File: src/design/gpjk_defs.vh
// Contract
// - port k has three independent bidirectional pins
// - per-bit output and input enables for k
// - k pins carry timer, clock, alarm functions
// - reset leaves k pins gpio, all disabled
// - k pin 0 is open-drain only
// - k data in bits 2:0 at 0x0000
// - k output enable bits 2:0 at 0x0004
// - k function select a at 0x0008
// - k function select b at 0x000C
// - k pullup 0x002C, input enable 0x0038
// - j function bits pick which pins reach irqs in stop
// - j bits 5,4 route timer 7,6 outputs
// - j pullup bits 7:0, reset zero
// - j input enable bits 7:0, reset zero
// - outside stop, input enable passes irq, except pins 5,4 which never reach it
`ifndef GPJK_DEFS_VH
`define GPJK_DEFS_VH
`define GPJK_OFF_K_DATA   12'h000
`define GPJK_OFF_K_OE     12'h004
`define GPJK_OFF_K_FSA    12'h008
`define GPJK_OFF_K_FSB    12'h00C
`define GPJK_OFF_K_PU     12'h02C
`define GPJK_OFF_K_IE     12'h038
`define GPJK_OFF_J_FSA    12'h048
`define GPJK_OFF_J_PU     12'h06C
`define GPJK_OFF_J_IE     12'h078
`define GPJK_K_MASK       3'h7
`define GPJK_K_FSB_MASK   3'h2
`define GPJK_K_PU_MASK    3'h6
`define GPJK_J_TMR_MASK   8'h30
`define GPJK_RST_K        3'h0
`define GPJK_RST_J        8'h00
`endif

File: src/design/gpjk_port.v
`timescale 1ns/1ns
`include "gpjk_defs.vh"
module gpjk_port (
    input  wire        core_clk,
    input  wire        rst,
    input  wire        psel,
    input  wire        penable,
    input  wire        pwrite,
    input  wire [11:0] paddr,
    input  wire [31:0] pwdata,
    output reg  [31:0] prdata,
    output reg         pready,
    output reg         pslverr,
    input  wire [2:0]  k_pin_in,
    output reg  [2:0]  k_pin_out,
    output reg  [2:0]  k_pin_oe_n,
    output reg  [2:0]  k_pullup_on,
    input  wire        timer9_output,
    input  wire        clock_out_src,
    input  wire        alarm_out_src,
    input  wire [7:0]  j_pin_in,
    input  wire        timer6_output,
    input  wire        timer7_output,
    input  wire        stop_mode,
    output reg  [7:0]  j_pullup_on,
    output reg  [7:0]  j_input_buf_on,
    output reg  [1:0]  j_timer_out,
    output reg  [1:0]  j_timer_sel,
    output reg  [7:0]  external_irq_in
);
    reg  [2:0]  port_k_pin_data_ff;
    reg  [2:0]  port_k_output_enable_ff;
    reg  [2:0]  port_k_function_select_a_ff;
    reg  [2:0]  port_k_function_select_b_ff;
    reg  [2:0]  port_k_pullup_enable_ff;
    reg  [2:0]  port_k_input_enable_ff;
    reg  [7:0]  port_j_function_select_a_ff;
    reg  [7:0]  port_j_pullup_enable_ff;
    reg  [7:0]  port_j_input_enable_ff;
    reg  [2:0]  k_sync1_ff;
    reg  [2:0]  k_sync2_ff;
    reg  [7:0]  j_sync1_ff;
    reg  [7:0]  j_sync2_ff;
    reg  [2:0]  nxt_k_out;
    reg  [2:0]  nxt_k_oe_n;
    reg  [31:0] nxt_rdata;
    reg         nxt_err;
    wire        acc;
    wire        wr;

    // true when address names a mapped register
    function hit;
        input [11:0] a;
        begin
            case (a)
                `GPJK_OFF_K_DATA, `GPJK_OFF_K_OE, `GPJK_OFF_K_FSA,
                `GPJK_OFF_K_FSB, `GPJK_OFF_K_PU, `GPJK_OFF_K_IE,
                `GPJK_OFF_J_FSA, `GPJK_OFF_J_PU, `GPJK_OFF_J_IE: hit = 1'b1;
                default: hit = 1'b0;
            endcase
        end
    endfunction

    // pready is registered, so access phase lasts two cycles
    assign acc = psel & penable & ~pready;
    assign wr  = acc & pwrite & hit(paddr);

    always @(posedge core_clk) begin
        k_sync1_ff <= k_pin_in;
        k_sync2_ff <= k_sync1_ff;
        j_sync1_ff <= j_pin_in;
        j_sync2_ff <= j_sync1_ff;
    end

    always @(posedge core_clk) begin
        if (rst) begin
            port_k_pin_data_ff          <= `GPJK_RST_K;
            port_k_output_enable_ff     <= `GPJK_RST_K;
            port_k_function_select_a_ff <= `GPJK_RST_K;
            port_k_function_select_b_ff <= `GPJK_RST_K;
            port_k_pullup_enable_ff     <= `GPJK_RST_K;
            port_k_input_enable_ff      <= `GPJK_RST_K;
            port_j_function_select_a_ff <= `GPJK_RST_J;
            port_j_pullup_enable_ff     <= `GPJK_RST_J;
            port_j_input_enable_ff      <= `GPJK_RST_J;
        end else if (wr) begin
            case (paddr)
                `GPJK_OFF_K_DATA: port_k_pin_data_ff <= pwdata[2:0];
                `GPJK_OFF_K_OE:   port_k_output_enable_ff <= pwdata[2:0];
                `GPJK_OFF_K_FSA:  port_k_function_select_a_ff <= pwdata[2:0];
                `GPJK_OFF_K_FSB:
                    port_k_function_select_b_ff <= pwdata[2:0] & `GPJK_K_FSB_MASK;
                `GPJK_OFF_K_PU:
                    port_k_pullup_enable_ff <= pwdata[2:0] & `GPJK_K_PU_MASK;
                `GPJK_OFF_K_IE:   port_k_input_enable_ff <= pwdata[2:0];
                `GPJK_OFF_J_FSA:  port_j_function_select_a_ff <= pwdata[7:0];
                `GPJK_OFF_J_PU:   port_j_pullup_enable_ff <= pwdata[7:0];
                `GPJK_OFF_J_IE:   port_j_input_enable_ff <= pwdata[7:0];
                default: port_k_pin_data_ff <= port_k_pin_data_ff;
            endcase
        end
    end

    always @* begin
        nxt_rdata = 32'h0000_0000;
        nxt_err   = acc & ~hit(paddr);
        case (paddr)
            // sampled pin where input enabled, stored value otherwise
            `GPJK_OFF_K_DATA: nxt_rdata[2:0] = (k_sync2_ff & port_k_input_enable_ff)
                | (port_k_pin_data_ff & ~port_k_input_enable_ff);
            `GPJK_OFF_K_OE:  nxt_rdata[2:0] = port_k_output_enable_ff;
            `GPJK_OFF_K_FSA: nxt_rdata[2:0] = port_k_function_select_a_ff;
            `GPJK_OFF_K_FSB: nxt_rdata[2:0] = port_k_function_select_b_ff;
            `GPJK_OFF_K_PU:  nxt_rdata[2:0] = port_k_pullup_enable_ff;
            `GPJK_OFF_K_IE:  nxt_rdata[2:0] = port_k_input_enable_ff;
            `GPJK_OFF_J_FSA: nxt_rdata[7:0] = port_j_function_select_a_ff;
            `GPJK_OFF_J_PU:  nxt_rdata[7:0] = port_j_pullup_enable_ff;
            `GPJK_OFF_J_IE:  nxt_rdata[7:0] = port_j_input_enable_ff;
            default:         nxt_rdata = 32'h0000_0000;
        endcase
    end

    // k pin drive: alternate sources override data when selected
    always @* begin
        nxt_k_out = port_k_pin_data_ff;
        if (port_k_function_select_a_ff[2])
            nxt_k_out[2] = timer9_output;
        if (port_k_function_select_a_ff[1])
            nxt_k_out[1] = clock_out_src;
        else if (port_k_function_select_b_ff[1])
            nxt_k_out[1] = alarm_out_src;
        nxt_k_oe_n = ~port_k_output_enable_ff;
        // open drain: only ever sink low, release otherwise
        nxt_k_oe_n[0] = ~(port_k_output_enable_ff[0] & ~nxt_k_out[0]);
        nxt_k_out[0]  = 1'b0;
    end

    always @(posedge core_clk) begin
        if (rst) begin
            prdata          <= 32'h0000_0000;
            pready          <= 1'b0;
            pslverr         <= 1'b0;
            k_pin_out       <= `GPJK_RST_K;
            k_pin_oe_n      <= `GPJK_K_MASK;
            k_pullup_on     <= `GPJK_RST_K;
            j_pullup_on     <= `GPJK_RST_J;
            j_input_buf_on  <= `GPJK_RST_J;
            j_timer_out     <= 2'h0;
            j_timer_sel     <= 2'h0;
            external_irq_in <= `GPJK_RST_J;
        end else begin
            pready          <= acc;
            pslverr         <= nxt_err;
            prdata          <= (acc & ~pwrite) ? nxt_rdata : 32'h0000_0000;
            k_pin_out       <= nxt_k_out;
            k_pin_oe_n      <= nxt_k_oe_n;
            k_pullup_on     <= port_k_pullup_enable_ff;
            j_pullup_on     <= port_j_pullup_enable_ff;
            j_input_buf_on  <= port_j_input_enable_ff;
            j_timer_sel     <= port_j_function_select_a_ff[5:4];
            j_timer_out     <= {timer7_output, timer6_output} &
                               port_j_function_select_a_ff[5:4];
            // in stop only function-selected pins wake; ie gates in and out of stop, and pins 5,4 never pass
            external_irq_in <= j_sync2_ff & port_j_input_enable_ff & ~`GPJK_J_TMR_MASK &
                (stop_mode ? port_j_function_select_a_ff : 8'hFF);
        end
    end
endmodule

File: config.mk
export PLATFORM = sky130hd
export DESIGN_NAME = gpjk_port
export DESIGN_NICKNAME = d
export VERILOG_FILES = /design/src/design/gpjk_port.v
export VERILOG_INCLUDE_DIRS = /design/src /design/src/design
export SDC_FILE = /design/constraint.sdc
export NUM_CORES = 1
export LEC_CHECK = 0
export ABC_AREA = 1
export ABC_CLOCK_PERIOD_IN_PS = 1300
export BUFFER_PORTS_ARGS = -buffer_cell sky130_fd_sc_hd__buf_2
export CAP_MARGIN = 25
export CORE_AREA = 2 2 107 120
export DETAILED_ROUTE_END_ITERATION = 10
export DIE_AREA = 0 0 109 122
export PLACE_DENSITY_LB_ADDON = 0.25
export SETUP_SLACK_MARGIN = 0.4
export SYNTH_ARGS = -nofsm -noshare
export SYNTH_HDL_FRONTEND = slang
export SYNTH_SLANG_ARGS = --single-unit
File: constraint.sdc
create_clock -name core_clk -period 1.3 [get_ports core_clk]
set_input_delay 0.13 -clock core_clk [delete_from_list [all_inputs] [get_ports core_clk]]
set_output_delay 0.13 -clock core_clk [all_outputs]
set_load 0.01 [all_outputs]
==> results of run 1 <==
## synthesized netlist by cell type (3+ instances only)
cell type	instances	area (um^2)
sky130_fd_sc_hd__nand3_2	3	30.0
sky130_fd_sc_hd__dfxtp_1	100	2000
sky130_fd_sc_hd__o211ai_1	3	22.5
sky130_fd_sc_hd__o21ai_0	7	35.0
sky130_fd_sc_hd__nor2_1	121	454
sky130_fd_sc_hd__a21oi_1	13	65.1
sky130_fd_sc_hd__inv_1	72	270
sky130_fd_sc_hd__inv_2	4	15.0
sky130_fd_sc_hd__o22ai_1	6	37.5
sky130_fd_sc_hd__nand2_2	6	37.5
sky130_fd_sc_hd__nand4_1	10	62.6
sky130_fd_sc_hd__nor2_2	6	37.5
sky130_fd_sc_hd__clkbuf_1	6	22.5
sky130_fd_sc_hd__buf_4	28	210
sky130_fd_sc_hd__nand3_4	8	140
sky130_fd_sc_hd__nand2_1	119	447
sky130_fd_sc_hd__nor3_1	3	15.0
sky130_fd_sc_hd__nand3_1	8	40.0
## sequential cells by signal, indices dropped and copies added (netlist names), 3 cells and up
register                     flops
j_input_buf_on                   8
j_pullup_on                      8
port_j_function_select_a_ff      8
port_j_input_enable_ff           8
port_j_pullup_enable_ff          8
prdata                           8
external_irq_in                  6
j_sync1_ff                       6
j_sync2_ff                       6
k_pin_oe_n                       3
k_sync1_ff                       3
k_sync2_ff                       3
port_k_function_select_a_ff      3
port_k_input_enable_ff           3
port_k_output_enable_ff          3
port_k_pin_data_ff               3
## power by group
part | switching [mW] | internal [mW] | total (mW)
clock | 1.24 | 1.58 | 2.82
sequential | 0.00881 | 3.09 | 3.10
combinational | 0.249 | 0.168 | 0.417
## repair_timing
action	4_1_cts	5_1_grt
endpoints found under the hold margin	10	0
endpoints found under the setup margin	88	92
pin swaps	43	24
setup buffers	9	6
hold buffers	10	0
gates resized for setup	66	83
cloned	4	1
## worst paths after layout
check / slack [ns] / to / from
setup / recovery: 0.03 / port_k_input_enable_ff[0]$_SDFFE_PP0P_ / pready$_SDFF_PP0_
hold / removal: 0.0006 / j_timer_out[1]$_SDFF_PP0_ / timer7_output
setup reg to reg: 0.03 / port_k_input_enable_ff[0]$_SDFFE_PP0P_ / pready$_SDFF_PP0_
hold reg to reg: 0.33 / j_sync2_ff[1]$_DFF_P_ / j_sync1_ff[1]$_DFF_P_
## cell usage in the layout, fill, tap and decap left out, types with 6 or more instances in the layout
cell type	netlist	layout
sky130_fd_sc_hd__nand2_1	119	94
sky130_fd_sc_hd__nor2_1	121	93
sky130_fd_sc_hd__dfxtp_1	100	85
sky130_fd_sc_hd__inv_1	72	65
sky130_fd_sc_hd__buf_2	2	59
sky130_fd_sc_hd__buf_4	28	42
sky130_fd_sc_hd__buf_6	2	30
sky130_fd_sc_hd__conb_1	1	28
sky130_fd_sc_hd__nand2_2	6	22
sky130_fd_sc_hd__nor2_4	2	21
sky130_fd_sc_hd__nor2_2	6	16
sky130_fd_sc_hd__dfxtp_2	0	15
sky130_fd_sc_hd__a21oi_1	13	12
sky130_fd_sc_hd__nand3_4	8	11
sky130_fd_sc_hd__nand2_4	1	10
sky130_fd_sc_hd__nand4_1	10	10
sky130_fd_sc_hd__dlygate4sd3_1	0	10
sky130_fd_sc_hd__clkbuf_16	0	9
sky130_fd_sc_hd__o22ai_1	6	6
## routing by layer
layer	track usage	up-vias
li1	-	1888
met1	0.182	1747
met2	0.288	90
met3	0.0321	14
met4	0.0721	0
met5	0	-
## worst reg2reg max path, cell delays in order, from the launching register on
cell and delay (ns):
sky130_fd_sc_hd__dfxtp_2 0.33, sky130_fd_sc_hd__nor2_4 0.09, sky130_fd_sc_hd__inv_4 0.08, sky130_fd_sc_hd__nor2_8 0.21
sky130_fd_sc_hd__buf_12 0.18, sky130_fd_sc_hd__nand3_4 0.10, sky130_fd_sc_hd__nand2_1 0.07, sky130_fd_sc_hd__nand2_1 0.05
sky130_fd_sc_hd__nor2_1 0.09
## per-stage QoR
stage | setup TNS (ns) | hold WS (ns) | utilization | setup slack (ns)
5_1_grt | -0.285 | 0.0161 | 0.493 | -0.0428
4_1_cts | 0 | 0.000315 | 0.465 | 0.0596
6_report | 0 | 0.000553 | 0.493 | 0.0340
2_1_floorplan | -0.0363 | 0.158 | - | -0.00670
3_3_place_gp | -9.62 | 0.232 | 0.400 | -0.280
3_5_place_dp | -10.48 | 0.234 | 0.400 | -0.295
## kinds of logic (layout without fill, tap and decap cells)
group | count (synthesis) | count (layout) | share of synthesized area
compound gates | 32 | 32 | 0.0451
buf+inv | 119 | 240 | 0.149
flops | 100 | 100 | 0.484
other cells | 1 | 28 | 0.000907
simple gates | 289 | 293 | 0.321
## cell type report
cell class / instances / area [um^2] / area share
clock buffer: 10 / 239 / 0.0397
clock inverter: 6 / 81.3 / 0.0135
inverter: 77 / 308 / 0.0511
multi-input combinational: 353 / 2020 / 0.335
sequential: 100 / 2020 / 0.336
tap: 157 / 196 / 0.0326
timing repair buffer: 147 / 1160 / 0.192
==> reports/qor.yml, run 1 <==
dr.max_layer_used: "met4"
yosysUniqueCellTypes: 31
async_flop_share: 0
dominantRegCellSynth: "sky130_fd_sc_hd__dfxtp_1"
clock_tree.buffer_depth: 2
port_buffers: 82
stdcell_count: 850
cp_capture_type: "flip-flop"
worst-setup-path-type: "reg2reg"
first_global_vias: 3440
cts_buffers: 9
grt_pass1_wl_um: 16400
design.final.nets: 754
hold_class: "in2reg"
slew_violations: 0
grt_start_max_net_pins: 25
setup_repair_after_global_routing_missed_its_margin: "true"
critPathMaxFanout: 6
routed-wl-met3_um: 450
seq_area_frac_synth: 0.484
routed_wl_um: 10700
floorplan.initialDensity: 0.339
synth.ff_latch_count: 100
antenna_cells: 0
critPathRequiredTime_ns: 1.58
cts.root.buffer_cell: "sky130_fd_sc_hd__clkbuf_16"
numPlacedInstances: 804
hpwl_um: 7450
report.final.hold_viol_count: 0
synth_enable_flop_cells: 0
final_area_um2: 6020
final_layout_size_suffix_gt1_frac: 0.394
remaining_drc_errors: 0
worst_setup_hold_path_clk_slew_ns: 0.07
netlist_instances: 541
final_antenna_violating_net_count: 0
num_vias: 3739
warnings_from_yosys: 0
syn-cell-area_um2: 4140
crit_buf_inv: 2
grt_antenna_before_repair: 0
die_outline_width_um: 109
final_critical_path_time_including_i_o_delays_and_setup_ns: 1.27
io-pin-count: 137
reg2reg_depth: 8
syn-mean-instance-area_um2: 7.65
critPathLaunchType: "flip-flop"
outcome: "finished, final reports clean"
power_leakage_nw: 2.87
drt_pre_antenna_iters: 4
detail_route.iter0.violations: 165
grt_remaining_overflow: 0
via_cell_ratio: 4.40
max_cap_viol_count: 0
fin_skew_ns: 0.00481
routedWlPerCell_um: 12.6
chipHeight_um: 122
irDropWorstVdd_v: 0.000773
die-area_um2: 13300
placed_cell_area_um2: 4890
cts_max_level: 3
cts_tree: "done"
timing.final.crit_share: 0.974
gr-usage-all-layers: 0.161
highest_clock_rate_ghz: 0.790
power_density_nw_per_um2: 1050
wl_met1_um: 4400
cell_seen_most_often_among_critical_path_stages: "sky130_fd_sc_hd__nand2_1"
critical_path_s_largest_stage_delay_ns: 0.33
fill_cells: 1158
tritoncts_num_sinks: 100
gpl.final_weighted_congestion: 0.859
placement_rows: 43
crit_slowest_cell: "sky130_fd_sc_hd__dfxtp_2"
worst_ep_arrival_time_ns: 1.55
met2_wirelength_um: 5670
floorplan.core_area_um2: 12200
total_power_mw: 6.34
area_growth_synth_to_finish_pct: 45.5
timing.hold.worst_path_depth: 3
crit_path_cell_trace: "nor2_4 -> inv_4 -> nor2_8 -> buf_12 -> nand3_4 -> nand2_1 -> nand2_1 -> nor2_1"
cp_num_cells: 8
clock_insertion_delay_at_the_later_pin_of_the_skew_report_ns: 0.34
finalSetupViolations: 0
critical-path-top-delay-family: "simple AND/OR/NAND/NOR gates"
No activity file was read; power rests on OpenSTA's default activity.
==> run 2: changes to the inputs <==
--- a/config.mk
+++ b/config.mk
@@ -6,13 +6,12 @@
 export SDC_FILE = /design/constraint.sdc
 export NUM_CORES = 1
 export LEC_CHECK = 0
-export ABC_AREA = 1
 export ABC_CLOCK_PERIOD_IN_PS = 1300
 export BUFFER_PORTS_ARGS = -buffer_cell sky130_fd_sc_hd__buf_2
 export CAP_MARGIN = 25
-export CORE_AREA = 2 2 107 120
+export CORE_AREA = 2 2 103 115
 export DETAILED_ROUTE_END_ITERATION = 10
-export DIE_AREA = 0 0 109 122
+export DIE_AREA = 0 0 105 117
 export PLACE_DENSITY_LB_ADDON = 0.25
 export SETUP_SLACK_MARGIN = 0.4
 export SYNTH_ARGS = -nofsm -noshare
==> reports/qor.yml, run 2 <==
outcome: "finished, violations left"  # was finished, final reports clean
violations_in_the_final_reports: "setup timing"
leading_cell_types_in_the_layout_fill_and_taps_excluded: "sky130_fd_sc_hd__dfxtp_1 (81), sky130_fd_sc_hd__buf_2 (66), sky130_fd_sc_hd__buf_4 (45), sky130_fd_sc_hd__mux2i_1 (33), sky130_fd_sc_hd__conb_1 (28)"  # was sky130_fd_sc_hd__nand2_1 (94), sky130_fd_sc_hd__nor2_1 (93), sky130_fd_sc_hd__dfxtp_1 (85), sky130_fd_sc_hd__inv_1 (65), sky130_fd_sc_hd__buf_2 (59)
area_growth_synth_to_finish_pct: 41.9  # was 45.5%
detail_route.iter0.violations: 127  # was 165
design.final.nets: 576  # was 754
report.final.hold_viol_count: 0  # unchanged
hpwl_um: 6650  # was 7450 um
gr-usage-all-layers: 0.152  # was 0.161
port_buffers: 82  # unchanged
dominantRegCellSynth: "sky130_fd_sc_hd__dfxtp_1"  # unchanged
netlist_instances: 370  # was 541
final_layout_setup_total_negative_slack_ns: -5.97  # was 0 ns
first_global_vias: 2934  # was 3440
share_of_synthesized_area_spent_on_multiplexers: 0.112  # was 0
final_critical_path_time_including_i_o_delays_and_setup_ns: 1.53  # was 1.27 ns
grt_start_max_net_pins: 42  # was 25
async_flop_share: 0  # unchanged
cts_buffers: 9  # unchanged
placed_cell_area_um2: 4710  # was 4890 um^2
floorplan.initialDensity: 0.341  # was 0.339
synth.most_common_cell: "sky130_fd_sc_hd__dfxtp_1"  # was sky130_fd_sc_hd__nor2_1
worst-setup-path-type: "reg2reg"  # unchanged
fin_skew_ns: 0.0103  # was 0.00481 ns
routedWlPerCell_um: 13.7  # was 12.6 um
power_leakage_nw: 2.45  # was 2.87 nW
finalSetupViolations: 46  # was 0
worst_ep_arrival_time_ns: 1.76  # was 1.55 ns
total_power_mw: 6.06  # was 6.34 mW
routed_wl_um: 9090  # was 10700 um
final_antenna_violating_net_count: 0  # unchanged
commonest_cells_post_synth: "sky130_fd_sc_hd__dfxtp_1 (100), sky130_fd_sc_hd__mux2i_1 (35), sky130_fd_sc_hd__buf_4 (29)"  # was sky130_fd_sc_hd__nor2_1 (121), sky130_fd_sc_hd__nand2_1 (119), sky130_fd_sc_hd__dfxtp_1 (100)
setup_ws_post_layout_ns: -0.228  # was 0.0340 ns
power_density_nw_per_um2: 1120  # was 1050 nW/um^2
groute.layer.met2.usage: 0.273  # was 0.288
met1_usage: 0.175  # was 0.182
cts_tree: "done"  # unchanged
area_taken_by_multi_input_logic_gates_um2: 1790  # was 2020 um^2
cp_capture_type: "flip-flop"  # unchanged
top_usage_layer: "met2"  # unchanged
antenna_cells: 0  # unchanged
synth_top_family_by_area: "simple AND/OR/NAND/NOR gates"  # unchanged
tritoncts_num_sinks: 100  # unchanged
io-pin-count: 137  # unchanged
die-area_um2: 12300  # was 13300 um^2
hold_class: "in2reg"  # unchanged
clock_insertion_delay_at_the_later_pin_of_the_skew_report_ns: 0.35  # was 0.34 ns
slew_violations: 0  # unchanged
timing.final.crit_share: 1.18  # was 0.974
drt_pre_antenna_iters: 4  # unchanged
synth_largest_type_area_fraction: 0.525  # was 0.484
critPathLaunchType: "flip-flop"  # unchanged
highest_clock_rate_ghz: 0.654  # was 0.790 GHz
critPathRequiredTime_ns: 1.53  # was 1.58 ns
hold_ws_ns: 0.0208  # was 0.000553 ns
synth.ff_latch_count: 100  # unchanged
cts.root.buffer_cell: "sky130_fd_sc_hd__clkbuf_16"  # unchanged
fill_cells: 1096  # was 1158
final_area_um2: 5410  # was 6020 um^2
syn-cell-area_um2: 3810  # was 4140 um^2
die_outline_width_um: 105  # was 109 um
critPathMaxFanout: 6  # unchanged
max_cap_viol_count: 0  # unchanged
placement_rows: 41  # was 43
clock_tree.buffer_depth: 2  # unchanged
chipHeight_um: 117  # was 122 um
worst_setup_hold_path_clk_slew_ns: 0.07  # about the same
num_vias: 3016  # was 3739
remaining_drc_errors: 0  # unchanged
setup_repair_after_global_routing_missed_its_margin: "true"  # unchanged
post_synth_simple_gate_area: 0.191  # was 0.321
floorplan.core_area_um2: 11200  # was 12200 um^2
final-seq-area_um2: 2030  # was 2020 um^2
synth_fa_ha_area_frac: 0  # unchanged
yosysUniqueCellTypes: 47  # was 31
synth.area.top_cells: "sky130_fd_sc_hd__dfxtp_1 (52%), sky130_fd_sc_hd__mux2i_1 (9.2%), sky130_fd_sc_hd__buf_4 (5.7%), sky130_fd_sc_hd__nand2b_1 (4.4%), sky130_fd_sc_hd__nor2b_1 (2.6%)"  # was sky130_fd_sc_hd__dfxtp_1 (48%), sky130_fd_sc_hd__nor2_1 (11%), sky130_fd_sc_hd__nand2_1 (11%), sky130_fd_sc_hd__inv_1 (6.5%), sky130_fd_sc_hd__buf_4 (5.1%)
final_layout_size_suffix_gt1_frac: 0.421  # was 0.394
synth_xor_area_frac: 0.00230  # was 0
seq_area_frac_synth: 0.525  # was 0.484
gpl.final_weighted_congestion: 0.804  # was 0.859
irDropWorstVdd_v: 0.000565  # was 0.000773 V
met3_capacity_usage_during_global_routing: 0.0388  # was 0.0321
grt_remaining_overflow: 0  # unchanged
synth_enable_flop_cells: 0  # unchanged
cts_max_level: 3  # unchanged
syn-mean-instance-area_um2: 10.3  # was 7.65 um^2
via_cell_ratio: 4.54  # was 4.40
final_common_cell: "sky130_fd_sc_hd__dfxtp_1"  # was sky130_fd_sc_hd__nand2_1
grt_pass1_wl_um: 14500  # was 16400 um
synth_compound_area_frac: 0.0787  # was 0.0451
synthDominantAreaCellType: "sky130_fd_sc_hd__dfxtp_1"  # unchanged
grt_antenna_before_repair: 0  # unchanged
warnings_from_yosys: 0  # unchanged
## run 2: logic make-up after synthesis
family,Yosys count
buffers and inverters,60
AND/OR/NAND/NOR,119
other,1
multiplexers,42
XOR/XNOR,1
AO/OA/AOI/OAI,47
flip-flops,100
## run 2: final timing paths
| check | start | endpoint | slack (ns) | cells after the start |
|---|---|---|---|---|
| setup / recovery | pready$_SDFF_PP0_ | port_j_function_select_a_ff[0]$_SDFFE_PP0P_ | -0.23 | 5 |
| hold / removal | clock_out_src | k_pin_out[1]$_SDFF_PP0_ | 0.02 | 3 |
| hold reg to reg | k_sync1_ff[2]$_DFF_P_ | k_sync2_ff[2]$_DFF_P_ | 0.33 | 0 |
| setup reg to reg | pready$_SDFF_PP0_ | port_j_function_select_a_ff[0]$_SDFFE_PP0P_ | -0.23 | 5 |
## run 2: what timing repair did
action / 4_1_cts / 5_1_grt
setup buffers: 1 / 3
endpoints found under the hold margin: 12 / 0
gates resized for setup: 43 / 33
pin swaps: 14 / 14
hold buffers: 12 / 0
setup endpoints to repair: 93 / 95
## run 2: critical path: stages (launching register included)
cell                       delay [ns]
sky130_fd_sc_hd__dfxtp_2         0.32
sky130_fd_sc_hd__nand4b_1        0.18
sky130_fd_sc_hd__buf_6           0.16
sky130_fd_sc_hd__or4_4           0.54
sky130_fd_sc_hd__o21ai_1         0.15
sky130_fd_sc_hd__a21oi_1         0.07
## run 2: per-layer routing
metal,up-vias,routed length [um]
met3,8,362
met5,-,0
li1,1494,-
met4,0,114
met1,1439,3890
met2,75,4720
## run 2: final cells by class
class / count / share of cell area
clock buffer: 9 / 0.0416
tap: 150 / 0.0347
clock inverter: 7 / 0.0111
sequential: 100 / 0.374
multi-input combinational: 237 / 0.331
inverter: 15 / 0.0104
timing repair buffer: 147 / 0.197
## run 2: where the power goes
group / switching [mW] / internal [mW] / total (mW)
logic: 0.219 / 0.185 / 0.403
clock network: 1.22 / 1.33 / 2.55
registers: 0.00732 / 3.09 / 3.10
## run 2: metrics by stage
stage	cells	utilization	setup WS (ns)
CTS	662	0.471	-0.228
global route	665	0.484	-0.322
finish	665	0.484	-0.228
detailed placement	633	0.422	-0.586
floorplan	397	-	-0.555
global placement	633	0.422	-0.595
==> run 3: changes to the inputs <==
--- a/config.mk
+++ b/config.mk
@@ -8,12 +8,13 @@
 export LEC_CHECK = 0
 export ABC_CLOCK_PERIOD_IN_PS = 1300
 export BUFFER_PORTS_ARGS = -buffer_cell sky130_fd_sc_hd__buf_2
-export CAP_MARGIN = 25
+export CAP_MARGIN = 10
 export CORE_AREA = 2 2 103 115
 export DETAILED_ROUTE_END_ITERATION = 10
 export DIE_AREA = 0 0 105 117
 export PLACE_DENSITY_LB_ADDON = 0.25
 export SETUP_SLACK_MARGIN = 0.4
+export SKIP_CTS_REPAIR_TIMING = 1
 export SYNTH_ARGS = -nofsm -noshare
 export SYNTH_HDL_FRONTEND = slang
 export SYNTH_SLANG_ARGS = --single-unit
==> reports/qor.yml, run 3 (synthesis results as in run 2) <==
outcome: "finished, violations left"  # unchanged
violations_in_the_final_reports: "setup timing"  # unchanged
fill_cells: 1091  # was 1096
design.final.nets: 574  # was 576
irDropWorstVdd_v: 0.000566  # was 0.000565 V
final_common_cell: "sky130_fd_sc_hd__dfxtp_1"  # unchanged
power.sequential.fraction: 0.511  # was 0.512
worst_setup_hold_path_clk_slew_ns: 0.07  # about the same
detail_route.iter0.violations: 117  # was 127
numPlacedInstances: 633  # unchanged
crit_path_cell_trace: "nand4b_1 -> buf_6 -> or4_4 -> o21ai_1 -> a21oi_1"  # unchanged
cp_capture_type: "flip-flop"  # unchanged
grt_start_max_net_pins: 42  # unchanged
routed_wl_um: 9110  # was 9090 um
gr-usage-all-layers: 0.149  # was 0.152
placement_rows: 41  # unchanged
total_switching_power_mw: 1.46  # was 1.45 mW
clockPowerShare: 0.422  # was 0.421
cts_tree: "done"  # unchanged
tritoncts_num_sinks: 100  # unchanged
highest_clock_rate_ghz: 0.648  # was 0.654 GHz
setup_repair_after_global_routing_missed_its_margin: "true"  # unchanged
setup_ws_post_layout_ns: -0.242  # was -0.228 ns
clock_tree.buffer_depth: 2  # unchanged
critical_path_s_largest_stage_delay_ns: 0.55  # was 0.54 ns
worst_ep_arrival_time_ns: 1.77  # was 1.76 ns
comb_power_share: 0.067  # about the same
die_outline_width_um: 105  # unchanged
grt_pass1_wl_um: 14100  # was 14500 um
io-pin-count: 137  # unchanged
finalSetupViolations: 36  # was 46
routedWlPerCell_um: 13.7  # about the same
intPower_mw: 4.60  # was 4.61 mW
die-area_um2: 12300  # unchanged
num_vias: 3003  # was 3016
final_antenna_violating_net_count: 0  # unchanged
leading_cell_types_in_the_layout_fill_and_taps_excluded: "sky130_fd_sc_hd__dfxtp_1 (80), sky130_fd_sc_hd__buf_2 (66), sky130_fd_sc_hd__buf_4 (44), sky130_fd_sc_hd__mux2i_1 (33), sky130_fd_sc_hd__conb_1 (28)"  # was sky130_fd_sc_hd__dfxtp_1 (81), sky130_fd_sc_hd__buf_2 (66), sky130_fd_sc_hd__buf_4 (45), sky130_fd_sc_hd__mux2i_1 (33), sky130_fd_sc_hd__conb_1 (28)
clock_insertion_delay_at_the_later_pin_of_the_skew_report_ns: 0.35  # about the same
final_layout_size_suffix_gt1_frac: 0.427  # was 0.421
chipHeight_um: 117  # unchanged
grt_antenna_before_repair: 0  # unchanged
floorplan.initialDensity: 0.341  # unchanged
final_critical_path_time_including_i_o_delays_and_setup_ns: 1.54  # was 1.53 ns
crit_slowest_cell: "sky130_fd_sc_hd__or4_4"  # unchanged
setup.worst_path.start: "pready$_SDFF_PP0_"  # unchanged
report.final.hold_viol_count: 0  # unchanged
power_density_nw_per_um2: 1110  # was 1120 nW/um^2
critPathRequiredTime_ns: 1.53  # about the same
critPathMaxFanout: 6  # unchanged
floorplan.core_area_um2: 11200  # unchanged
power_leakage_nw: 2.49  # was 2.45 nW
p_sw_frac: 0.241  # was 0.239
antenna_cells: 0  # unchanged
hold_class: "in2reg"  # unchanged
hpwl_um: 6650  # unchanged
final_layout_setup_total_negative_slack_ns: -5.47  # was -5.97 ns
critPathLaunchType: "flip-flop"  # unchanged
grt_remaining_overflow: 0  # unchanged
area_growth_synth_to_finish_pct: 42.6  # was 41.9%
beginning_of_the_worst_hold_path: "clock_out_src"  # unchanged
cts_max_level: 3  # unchanged
timing.final.crit_share: 1.19  # was 1.18
drt_pre_antenna_iters: 4  # unchanged
r2r_start: "pready$_SDFF_PP0_"  # unchanged
remaining_drc_errors: 0  # unchanged
cts_buffers: 9  # unchanged
stdcell_count: 663  # was 665
port_buffers: 82  # unchanged
fin_skew_ns: 0.00962  # was 0.0103 ns
worst-setup-path-type: "reg2reg"  # unchanged
slew_violations: 0  # unchanged
gpl.final_weighted_congestion: 0.804  # unchanged
max_cap_viol_count: 0  # unchanged
via_cell_ratio: 4.53  # was 4.54
first_global_vias: 2812  # was 2934
critical-path-top-delay-family: "simple AND/OR/NAND/NOR gates"  # unchanged
crit_buf_inv: 1  # unchanged
hold_ws_ns: 0.0205  # was 0.0208 ns
cts.root.buffer_cell: "sky130_fd_sc_hd__clkbuf_16"  # unchanged
-- run 3: changes by cell type in the layout (fill, tap and decap cells not counted), sizes merged --
cell,previous run,this run
buf,135,133
-- run 3: worst register-to-register path, cell delays in order, from the launching register on --
cell	delay (ns)
sky130_fd_sc_hd__dfxtp_2	0.32
sky130_fd_sc_hd__nand4b_1	0.18
sky130_fd_sc_hd__buf_6	0.17
sky130_fd_sc_hd__or4_4	0.55
sky130_fd_sc_hd__o21ai_1	0.16
sky130_fd_sc_hd__a21oi_1	0.07
-- run 3: area by class of cell --
cell class,count,area (um^2),area share
tap,150,188,0.0345
inverter,15,56.3,0.0103
clock inverter,7,60.1,0.0110
sequential,100,2030,0.372
clock buffer,9,225,0.0414
multi-input combinational,237,1840,0.338
timing repair buffer,145,1050,0.193
-- run 3: power by group through the flow --
stage          Clock, mW  Combinational, mW  Sequential (mW)
2_1_floorplan          0              0.251             3.17
3_3_place_gp           0              0.341             3.17
3_5_place_dp           0              0.345             3.17
4_1_cts             2.63              0.347             3.10
5_1_grt             2.78              0.439             3.10
6_report            2.56              0.405             3.10
-- run 3: final timing paths --
check | to | slack (ns) | cells past startpoint
hold reg to reg | k_sync2_ff[2]$_DFF_P_ | 0.33 | 0
setup / recovery | port_j_function_select_a_ff[0]$_SDFFE_PP0P_ | -0.24 | 5
hold / removal | k_pin_out[1]$_SDFF_PP0_ | 0.02 | 3
setup reg to reg | port_j_function_select_a_ff[0]$_SDFFE_PP0P_ | -0.24 | 5
-- run 3: metal layers --
metal | wire length, um | track usage | vias up
met5 | 0 | 0 | -
li1 | - | - | 1485
met4 | 96 | 0.0587 | 0
met1 | 3890 | 0.175 | 1444
met3 | 383 | 0.0393 | 6
met2 | 4740 | 0.261 | 68
-- run 3: through the flow --
step	utilization	setup slack, ns	power, mW	cell area [um^2]
finish	0.487	-0.242	6.07	5440
CTS	0.447	-0.415	6.08	5000
global route	0.487	-0.309	6.32	5440
global placement	0.422	-0.595	3.51	4710
floorplan	-	-0.555	3.42	4100
detailed placement	0.422	-0.586	3.52	4710
